## src/shared/pps_params.svh

```systemverilog
// Overview of operation
// - reconfiguration raises phase_req one cycle after divider 0 applies
// - eight-bit high and low counts, reloadable
// - bypass gives vco divided by one
// - divide by high plus low counts
// - duty cycle follows count ratio
// - high-to-low on rising edge normally
// - counts 2 and 1 give two-thirds high
// - odd-divide moves fall to falling edge
// - odd-divide: high half shorter, low longer
`ifndef PPS_PARAMS_SVH
`define PPS_PARAMS_SVH
`define PPS_NUM_DIV   5
`define PPS_CNT_W     8
`define PPS_CNT_ONE   8'h01
`define PPS_CNT_RST   8'h01
`endif

```

## src/shared/pps_pkg.sv

```systemverilog
`include "pps_params.svh"
package pps_pkg;
	typedef struct packed {
		logic [`PPS_CNT_W-1:0] high_count;
		logic [`PPS_CNT_W-1:0] low_count;
		logic                  bypass;
		logic                  odd_divide_half_cycle_bit;
	} pps_cfg_t;
	typedef enum logic [0:0] {
		PPS_HIGH = 1'b0,
		PPS_LOW  = 1'b1
	} pps_phase_t;
endpackage

```

## src/hw/pps_post_scale.sv

```systemverilog
`timescale 1ns/100ps
`default_nettype none
`include "pps_params.svh"
module pps_post_scale
	import pps_pkg::*;
(
	input  wire logic                   core_clk,
	input  wire logic                   srst,
	input  wire pps_cfg_t               cfg_in    [`PPS_NUM_DIV],
	input  wire logic [`PPS_NUM_DIV-1:0] cfg_load,
	output var  logic [`PPS_NUM_DIV-1:0] div_out,
	output var  logic [`PPS_NUM_DIV-1:0] cfg_applied
);
	// ==========================================================
	// output_divider_0_to_4, clocked by the vco (core_clk)
	// ==========================================================
	// phase shift lives on a separate interface; no port here
	pps_cfg_t                pend_reg   [`PPS_NUM_DIV];
	pps_cfg_t                pend_next  [`PPS_NUM_DIV];
	pps_cfg_t                act_reg    [`PPS_NUM_DIV];
	pps_cfg_t                act_next   [`PPS_NUM_DIV];
	logic [`PPS_NUM_DIV-1:0] dirty_reg;
	logic [`PPS_NUM_DIV-1:0] dirty_next;
	pps_phase_t              phase_reg  [`PPS_NUM_DIV];
	pps_phase_t              phase_next [`PPS_NUM_DIV];
	logic [`PPS_CNT_W-1:0]   cnt_reg    [`PPS_NUM_DIV];
	logic [`PPS_CNT_W-1:0]   cnt_next   [`PPS_NUM_DIV];
	logic [`PPS_NUM_DIV-1:0] bnd_next;
	logic [`PPS_NUM_DIV-1:0] take_next;
	logic [`PPS_NUM_DIV-1:0] lvl_reg;
	logic [`PPS_NUM_DIV-1:0] lvl_next;
	logic [`PPS_NUM_DIV-1:0] dly_reg;
	logic [`PPS_NUM_DIV-1:0] dly_next;
	logic [`PPS_NUM_DIV-1:0] half_reg;
	logic [`PPS_NUM_DIV-1:0] half_next;
	logic [`PPS_NUM_DIV-1:0] applied_next;

	// zero count treated as one
	function automatic logic [`PPS_CNT_W-1:0] safe_cnt(
		input logic [`PPS_CNT_W-1:0] c);
		safe_cnt = (c == 8'h00) ? `PPS_CNT_ONE : c;
	endfunction

	// last cycle of a phase
	function automatic logic last_cnt(
		input logic [`PPS_CNT_W-1:0] c);
		last_cnt = (c <= `PPS_CNT_ONE);
	endfunction

	// ==========================================================
	// period boundary: last cycle of the low phase
	// ==========================================================
	always_comb
	begin
		for (int i = 0; i < `PPS_NUM_DIV; i++)
		begin
			bnd_next[i]  = (phase_reg[i] == PPS_LOW) && last_cnt(cnt_reg[i]);
			take_next[i] = bnd_next[i] && dirty_reg[i] && !cfg_load[i];
		end
	end

	// ==========================================================
	// pending settings, last load wins
	// ==========================================================
	always_comb
	begin
		for (int i = 0; i < `PPS_NUM_DIV; i++)
		begin
			pend_next[i]  = pend_reg[i];
			dirty_next[i] = dirty_reg[i];
			if (take_next[i])
				dirty_next[i] = 1'b0;
			if (cfg_load[i])
			begin
				pend_next[i]  = cfg_in[i];
				dirty_next[i] = 1'b1;
			end
		end
	end

	always_ff @(posedge core_clk)
	begin
		if (srst)
		begin
			for (int i = 0; i < `PPS_NUM_DIV; i++)
				pend_reg[i] <= '0;
			dirty_reg <= '0;
		end
		else
		begin
			pend_reg  <= pend_next;
			dirty_reg <= dirty_next;
		end
	end

	// ==========================================================
	// active settings, swapped only at a period boundary
	// ==========================================================
	always_comb
	begin
		for (int i = 0; i < `PPS_NUM_DIV; i++)
		begin
			act_next[i]     = act_reg[i];
			applied_next[i] = take_next[i];
			if (take_next[i])
				act_next[i] = pend_reg[i];
		end
	end

	always_ff @(posedge core_clk)
	begin
		if (srst)
		begin
			for (int i = 0; i < `PPS_NUM_DIV; i++)
				act_reg[i] <= '0;
			cfg_applied <= '0;
		end
		else
		begin
			act_reg     <= act_next;
			cfg_applied <= applied_next;
		end
	end

	// ==========================================================
	// high and low phase counter
	// ==========================================================
	always_comb
	begin
		for (int i = 0; i < `PPS_NUM_DIV; i++)
		begin
			phase_next[i] = phase_reg[i];
			cnt_next[i]   = cnt_reg[i] - `PPS_CNT_ONE;
			case (phase_reg[i])
				PPS_HIGH:
				begin
					if (last_cnt(cnt_reg[i]))
					begin
						phase_next[i] = PPS_LOW;
						cnt_next[i]   = safe_cnt(act_reg[i].low_count);
					end
				end
				PPS_LOW:
				begin
					if (last_cnt(cnt_reg[i]))
					begin
						phase_next[i] = PPS_HIGH;
						cnt_next[i]   = safe_cnt(act_next[i].high_count);
					end
				end
				default:
				begin
					phase_next[i] = PPS_LOW;
					cnt_next[i]   = `PPS_CNT_RST;
				end
			endcase
		end
	end

	always_ff @(posedge core_clk)
	begin
		if (srst)
		begin
			for (int i = 0; i < `PPS_NUM_DIV; i++)
			begin
				phase_reg[i] <= PPS_LOW;
				cnt_reg[i]   <= `PPS_CNT_RST;
			end
		end
		else
		begin
			phase_reg <= phase_next;
			cnt_reg   <= cnt_next;
		end
	end

	// ==========================================================
	// registered output level
	// ==========================================================
	always_comb
	begin
		for (int i = 0; i < `PPS_NUM_DIV; i++)
			lvl_next[i] = (phase_next[i] == PPS_HIGH);
	end

	always_ff @(posedge core_clk)
	begin
		if (srst)
			lvl_reg <= '0;
		else
			lvl_reg <= lvl_next;
	end

	// ==========================================================
	// level one vco cycle late, odd path rise
	// ==========================================================
	always_comb
	begin
		dly_next = lvl_reg;
	end

	always_ff @(posedge core_clk)
	begin
		if (srst)
			dly_reg <= '0;
		else
			dly_reg <= dly_next;
	end

	// ==========================================================
	// level half a vco cycle late, odd path fall
	// ==========================================================
	always_comb
	begin
		half_next = lvl_reg;
	end

	always_ff @(negedge core_clk)
	begin
		if (srst)
			half_reg <= '0;
		else
			half_reg <= half_next;
	end

	// ==========================================================
	// output select
	// ==========================================================
	always_comb
	begin
		for (int i = 0; i < `PPS_NUM_DIV; i++)
		begin
			if (act_reg[i].bypass)
				div_out[i] = core_clk;
			else if (act_reg[i].odd_divide_half_cycle_bit)
				div_out[i] = dly_reg[i] & half_reg[i];
			else
				div_out[i] = lvl_reg[i];
		end
	end
endmodule
`default_nettype wire

```

## config.mk

```make
export PLATFORM = sky130hd
export DESIGN_NAME = pps_post_scale
export DESIGN_NICKNAME = d
export VERILOG_FILES = /design/src/shared/pps_pkg.sv /design/src/hw/pps_post_scale.sv
export VERILOG_INCLUDE_DIRS = /design/src /design/src/shared
export SDC_FILE = /design/constraint.sdc
export NUM_CORES = 1
export LEC_CHECK = 0
export ABC_AREA = 1
export BUFFER_PORTS_ARGS = -buffer_cell sky130_fd_sc_hd__buf_2
export CAP_MARGIN = 0
export CORE_ASPECT_RATIO = 1.75
export CORE_MARGIN = 2
export CORE_UTILIZATION = 51
export CTS_CLUSTER_DIAMETER = 80
export DETAILED_ROUTE_END_ITERATION = 8
export PLACE_DENSITY = 0.75
export SLEW_MARGIN = 10
export SYNTH_ARGS = -nofsm -noshare
export SYNTH_HDL_FRONTEND = slang
export SYNTH_SLANG_ARGS = --single-unit
```

## constraint.sdc

```tcl
create_clock -name core_clk -period 3.2 [get_ports core_clk]
set_clock_uncertainty 0.15 [all_clocks]
set_input_delay 0.48 -clock core_clk [delete_from_list [all_inputs] [get_ports core_clk]]
set_output_delay 0.48 -clock core_clk [all_outputs]
set_load 0.02 [all_outputs]
```

==> results.sh, run 1 <==
export IMPL_cts_clk_slew_worst_paths_ns=0.07
export IMPL_drt_pass1_iter_count=5
export IMPL_worst_path_buf_inv=1
export IMPL_drv_cap=0
export IMPL_highest_layer="met4"
export IMPL_p_leak_nw=5.82
export IMPL_violations="negative setup slack"
export IMPL_diodes=0
export IMPL_wl_um=23800
export IMPL_ys_types=38
export IMPL_critPathTopFamily="flip-flops"
export IMPL_slowest_delay_ns=0.30
export IMPL_maxSlewHeadroom=0.638
export IMPL_peakVddDrop_mv=0.560
export IMPL_p_int_mw=7.01
export IMPL_final_util=0.649
export IMPL_crit_arrival_ns=3.06
export IMPL_syn_area_per_cell_sq_um=7.41
export IMPL_rows=68
export IMPL_final_antenna_net_count=0
export IMPL_holdCritPathClass="input port to register"
export IMPL_rr_startpoint="cnt_reg[8]"
export IMPL_drv_slew=0
export IMPL_cp_start_kind="register"
export IMPL_min_from="cfg_in[9]"
export IMPL_cts_tree="done"
export IMPL_switching_share=0.346
export IMPL_synth_nets=1501
export IMPL_reg2regPathDepth=14
export IMPL_drc=0
export IMPL_criticalPathCategory="register to output pin"
export IMPL_clock_power_share=0.332
export IMPL_outcome="finished with violations"
export IMPL_worstMarginPinSlew_ns=0.542
export IMPL_post_dp_hpwl_um=15900
export IMPL_syn_inst=1389
export IMPL_drive_gt1_frac=0.128
export IMPL_vias=9264
export IMPL_synth_area_sq_um=10300
export IMPL_initial_core_util=0.521
export IMPL_place_ws_ns=0.286
export IMPL_cp_required_ns=2.57
export IMPL_die_area_sq_um=21400
export IMPL_rsz0062_at_grt="yes"
export IMPL_crit_path_top_delay_cell="dfxtp_2"
export IMPL_io_buffers=106
export IMPL_die_w_um=111
export IMPL_setup_tns_final_ns=-2.31
export IMPL_r2r_end="cnt_reg[8]"
export IMPL_wl_per_cell_um=13.0
export IMPL_grt_max_degree=84
export IMPL_reg2reg_slack_ns=0.57
export IMPL_final_common_cell="dfxtp_1"
export IMPL_met2_length_um=12600
export IMPL_routed_via_density=5.07
export IMPL_cp_cell_sequence="a31oi_1 > o21ai_1 > buf_4"
export IMPL_combPwrFrac=0.308
export IMPL_setup_violations=7
export IMPL_synth_edf_count=0
export IMPL_area_growth_pct=24.6
export IMPL_power_density_nw_per_um2=836
export IMPL_p_switching_mw=3.71
export IMPL_holdPathStages=3
export IMPL_wl_met3_um=1030
export IMPL_grt_usage=0.225
export IMPL_grt_pass1_vias=9291
export IMPL_routabilityCongestion=0.898
export IMPL_insertion_delay_ns=0.63
export IMPL_core_area_sq_um=19700
export IMPL_p_seq_frac=0.361
export IMPL_min_to="pend_reg[9]"
export IMPL_synth_warnings=0
export IMPL_die_h_um=192
export IMPL_hold_viol_final=0
export IMPL_crit_path_end_kind="output pin"
export IMPL_antenna_found_initial=0
export IMPL_synth_seq_cells=250
export IMPL_drt_iter0_markers=446
export IMPL_holdWs_ns=0.0171
export IMPL_synthArstFlopShare=0
export IMPL_fillers=1661
export IMPL_grt_pass1_wl_um=40600
export IMPL_crit_fanout=1
export IMPL_ys_seq_area_frac=0.486
export IMPL_io_pins=107
export IMPL_setup_slack_ns=-0.495
export IMPL_fin_nets=1679
export IMPL_globalRouteOverflowTotal=0
export IMPL_mostFrequentLayoutCells="247 x dfxtp_1, 227 x nor2_1, 189 x inv_1"
export IMPL_synth_ff_type="dfxtp_1"
export IMPL_wl_met1_um=9170
stage by stage:
stage	total power, mW	cells	cell area (sq um)
after floorplan	6.48	1389	10300
after global placement	7.12	1697	11000
final	10.7	1829	12800
after global routing	11.5	1829	12800
after detailed placement	7.21	1697	11000
after CTS	10.8	1829	12800
layer usage:
metal  up-vias  global-route usage
met1      4177               0.238
met4         0               0.109
met5         -                   0
li1       4817                   -
met2       197               0.430
met3        73              0.0360
layout make-up:
cell class | count | area, sq um | area share
clock buffer | 39 | 798 | 0.0623
clock inverter | 20 | 248 | 0.0193
inverter | 188 | 711 | 0.0554
multi-input combinational | 888 | 4280 | 0.334
sequential | 250 | 5010 | 0.391
tap | 245 | 307 | 0.0239
timing repair buffer | 199 | 1460 | 0.114
worst reg2reg max path: stages, from the launching register on:
cell	delay, ns
dfxtp_1	0.33
inv_1	0.08
ha_1	0.23
or2_1	0.15
nand2_1	0.09
nor2_4	0.16
ha_1	0.34
nand3_2	0.19
o21ai_0	0.41
nand2_1	0.10
nor2_1	0.14
nand2_1	0.07
nand2_1	0.05
nand2_1	0.04
nand2_1	0.05
timing repair:
action	in CTS	in global routing
setup endpoints to repair	7	7
setup buffers	0	0
cloned	0	0
pin swaps	3	2
hold buffers	79	0
gates resized for setup	13	3
endpoints found under the hold margin	79	0
kinds of logic after synthesis:
family	after synthesis	synth area share
xor+xnor	10	0.00851
buf+inv	251	0.0991
flops	250	0.486
simple gates	554	0.228
compound gates	306	0.157
fa+ha+maj	15	0.0182
mux	3	0.00292
cells in the mapped netlist (3+ instances only):
| library cell | count | area (sq um) |
|---|---|---|
| a21oi_1 | 69 | 345 |
| a31oi_1 | 16 | 100 |
| buf_2 | 18 | 90.1 |
| buf_6 | 6 | 67.6 |
| clkbuf_1 | 34 | 128 |
| dfxtp_1 | 250 | 5000 |
| ha_1 | 15 | 188 |
| inv_1 | 182 | 683 |
| inv_2 | 6 | 22.5 |
| mux2i_1 | 3 | 30.0 |
| nand2_1 | 181 | 679 |
| nand3_1 | 96 | 480 |
| nand3_2 | 5 | 50.1 |
| nand4_1 | 16 | 100 |
| nor2_1 | 227 | 852 |
| nor2_2 | 6 | 37.5 |
| nor2_4 | 3 | 33.8 |
| nor3_1 | 9 | 45.0 |
| o211ai_1 | 9 | 67.6 |
| o21ai_0 | 181 | 906 |
| o21ai_1 | 20 | 100 |
| o21bai_1 | 4 | 30.0 |
| or2_2 | 4 | 25.0 |
| xnor2_1 | 6 | 52.6 |
| xor2_1 | 4 | 35.0 |
power by group through the flow:
stage | clock network, mW | logic (mW) | registers [mW]
global route | 3.74 | 3.82 | 3.92
detailed placement | 0.0934 | 3.19 | 3.92
global placement | 0.0935 | 3.12 | 3.91
CTS | 3.62 | 3.30 | 3.86
floorplan | 0.0708 | 2.56 | 3.85
finish | 3.55 | 3.30 | 3.87
worst max path at each step:
stage | cells after the start | from | slack (ns) | to
floorplan | 2 | half_reg[2] | 0.13 | div_out[2]
global placement | 3 | half_reg[3] | 0.29 | div_out[3]
detailed placement | 3 | half_reg[1] | 0.29 | div_out[1]
CTS | 3 | half_reg[4] | -0.56 | div_out[4]
global route | 3 | half_reg[4] | -0.59 | div_out[4]
finish | 3 | half_reg[4] | -0.49 | div_out[4]
(Power assumes the default switching activity.)
==> run 2: changes to the inputs <==
- CORE_UTILIZATION: 51 -> 30
- PLACE_DENSITY: 0.75 -> 0.5
==> results.sh, run 2 (synthesis gave the netlist of run 1 again) <==
export IMPL_final_cell_count_no_fill=2047
export IMPL_crit_fanout=1
export IMPL_worstMarginPinSlew_ns=0.440
export IMPL_rsz0062_at_grt="yes"
export IMPL_routed_via_density=4.50
export IMPL_die_w_um=144
export IMPL_clock_power_share=0.333
export IMPL_final_common_cell="dfxtp_1"
export IMPL_fin_nets=1684
export IMPL_path_depth=3
export IMPL_crit_path_top_delay_cell="dfxtp_2"
export IMPL_hold_viol_final=0
export IMPL_setup_violations=7
export IMPL_criticalPathCategory="register to output pin"
export IMPL_crit_arrival_ns=3.05
export IMPL_initial_core_util=0.305
export IMPL_drt_pass1_iter_count=4
export IMPL_mostFrequentLayoutCells="246 x dfxtp_1, 227 x nor2_1, 189 x inv_1"
export IMPL_setup_tns_final_ns=-2.20
export IMPL_drv_cap=0
export IMPL_final_antenna_net_count=0
export IMPL_grt_pass1_wl_um=43100
export IMPL_die_h_um=249
export IMPL_holdWs_ns=0.00927
export IMPL_power_density_nw_per_um2=817
export IMPL_grt_pass1_vias=9099
export IMPL_multiInputGateArea_sq_um=4290
export IMPL_p_seq_frac=0.360
export IMPL_violations="negative setup slack"
export IMPL_area_growth_pct=27.6
export IMPL_fillers=3540
export IMPL_post_dp_hpwl_um=18200
export IMPL_p_int_mw=6.93
export IMPL_peakVddDrop_mv=0.401
export IMPL_cp_cell_sequence="a31oi_2 > o21ai_2 > buf_6"
export IMPL_globalRouteOverflowTotal=0
export IMPL_fin_area_sq_um=13100
export IMPL_switching_share=0.354
export IMPL_holdCritPathClass="input port to register"
export IMPL_slowest_delay_ns=0.31
export IMPL_routabilityCongestion=0.807
export IMPL_drc=0
export IMPL_setup_slack_ns=-0.475
export IMPL_cts_setup_buffers=0
export IMPL_wl_um=26300
export IMPL_regArea_sq_um=5010
export IMPL_maxSlewHeadroom=0.704
export IMPL_drv_slew=0
export IMPL_cts_clk_slew_worst_paths_ns=0.06
export IMPL_critPathTopFamily="flip-flops"
export IMPL_insertion_delay_ns=0.65
export IMPL_final_util=0.389
export IMPL_p_leak_nw=5.85
export IMPL_combPwrFrac=0.307
export IMPL_reg2regPathDepth=13
export IMPL_cts_tree="done"
export IMPL_vias=9206
export IMPL_dp_cells=1907
export IMPL_grt_max_degree=67
export IMPL_cp_start_kind="register"
export IMPL_drt_iter0_markers=333
export IMPL_cp_required_ns=2.57
export IMPL_worst_path_buf_inv=1
export IMPL_outcome="finished with violations"
export IMPL_diodes=0
export IMPL_placed_area_sq_um=11300
export IMPL_crit_path_end_kind="output pin"
export IMPL_io_buffers=106
export IMPL_io_pins=107
export IMPL_holdPathStages=3
export IMPL_drive_gt1_frac=0.131
export IMPL_grt_usage=0.148
export IMPL_rows=89
export IMPL_die_area_sq_um=35900
export IMPL_antenna_found_initial=1
export IMPL_core_area_sq_um=33700
export IMPL_p_switching_mw=3.80
export IMPL_wl_per_cell_um=12.9
==> run 2: per-layer routing <==
layer	vias up	track usage	wire length (um)
met2	156	0.275	13600
met3	53	0.0267	1040
met1	4158	0.159	10700
li1	4837	-	-
met5	-	0	13
met4	2	0.0669	947
==> run 2: final cells by class <==
| cell class | instances | area share |
|---|---|---|
| tap | 455 | 0.0434 |
| timing repair buffer | 201 | 0.113 |
| multi-input combinational | 888 | 0.327 |
| sequential | 250 | 0.382 |
| clock buffer | 39 | 0.0644 |
| clock inverter | 26 | 0.0165 |
| inverter | 188 | 0.0541 |
==> run 2: metrics by stage <==
stage | power, mW | worst slack [ns]
global route | 11.6 | -0.566
detailed placement | 7.26 | 0.292
global placement | 7.23 | 0.288
floorplan | 6.48 | 0.133
CTS | 10.9 | -0.529
finish | 10.7 | -0.475
==> run 2: path summary, 6_finish.rpt <==
path	from	endpoint	slack, ns
max	half_reg[4]	div_out[4]	-0.48
max reg2reg	cnt_reg[16]	cnt_reg[16]	0.57
min reg2reg	dly_next[0]	dly_reg[0]	0.29
min	cfg_in[9]	pend_reg[9]	0.009
==> run 2: repair_timing <==
action                                  in CTS  in global routing
hold endpoints to repair                    81                  0
endpoints found under the setup margin       7                  7
hold buffers                                81                  0
resized for setup                           11                  9
pin swaps                                    3                  2
==> run 2: power groups by stage <==
stage          sequential, mW  combinational [mW]  clock, mW
2_1_floorplan            3.85                2.56     0.0708
3_3_place_gp             3.92                3.21     0.0934
3_5_place_dp             3.93                3.24     0.0934
4_1_cts                  3.86                3.34       3.68
5_1_grt                  3.92                3.83       3.83
6_report                 3.86                3.30       3.57
==> run 2: worst reg2reg max path: cells and delay by family, from the launching register on <==
family | cells | cell delay, ns
and+or+nand+nor | 8 | 0.91
adders and majority gates | 2 | 0.45
buffers and inverters | 1 | 0.09
AOI/OAI and AO/OA | 2 | 0.65
DFF | 1 | 0.35
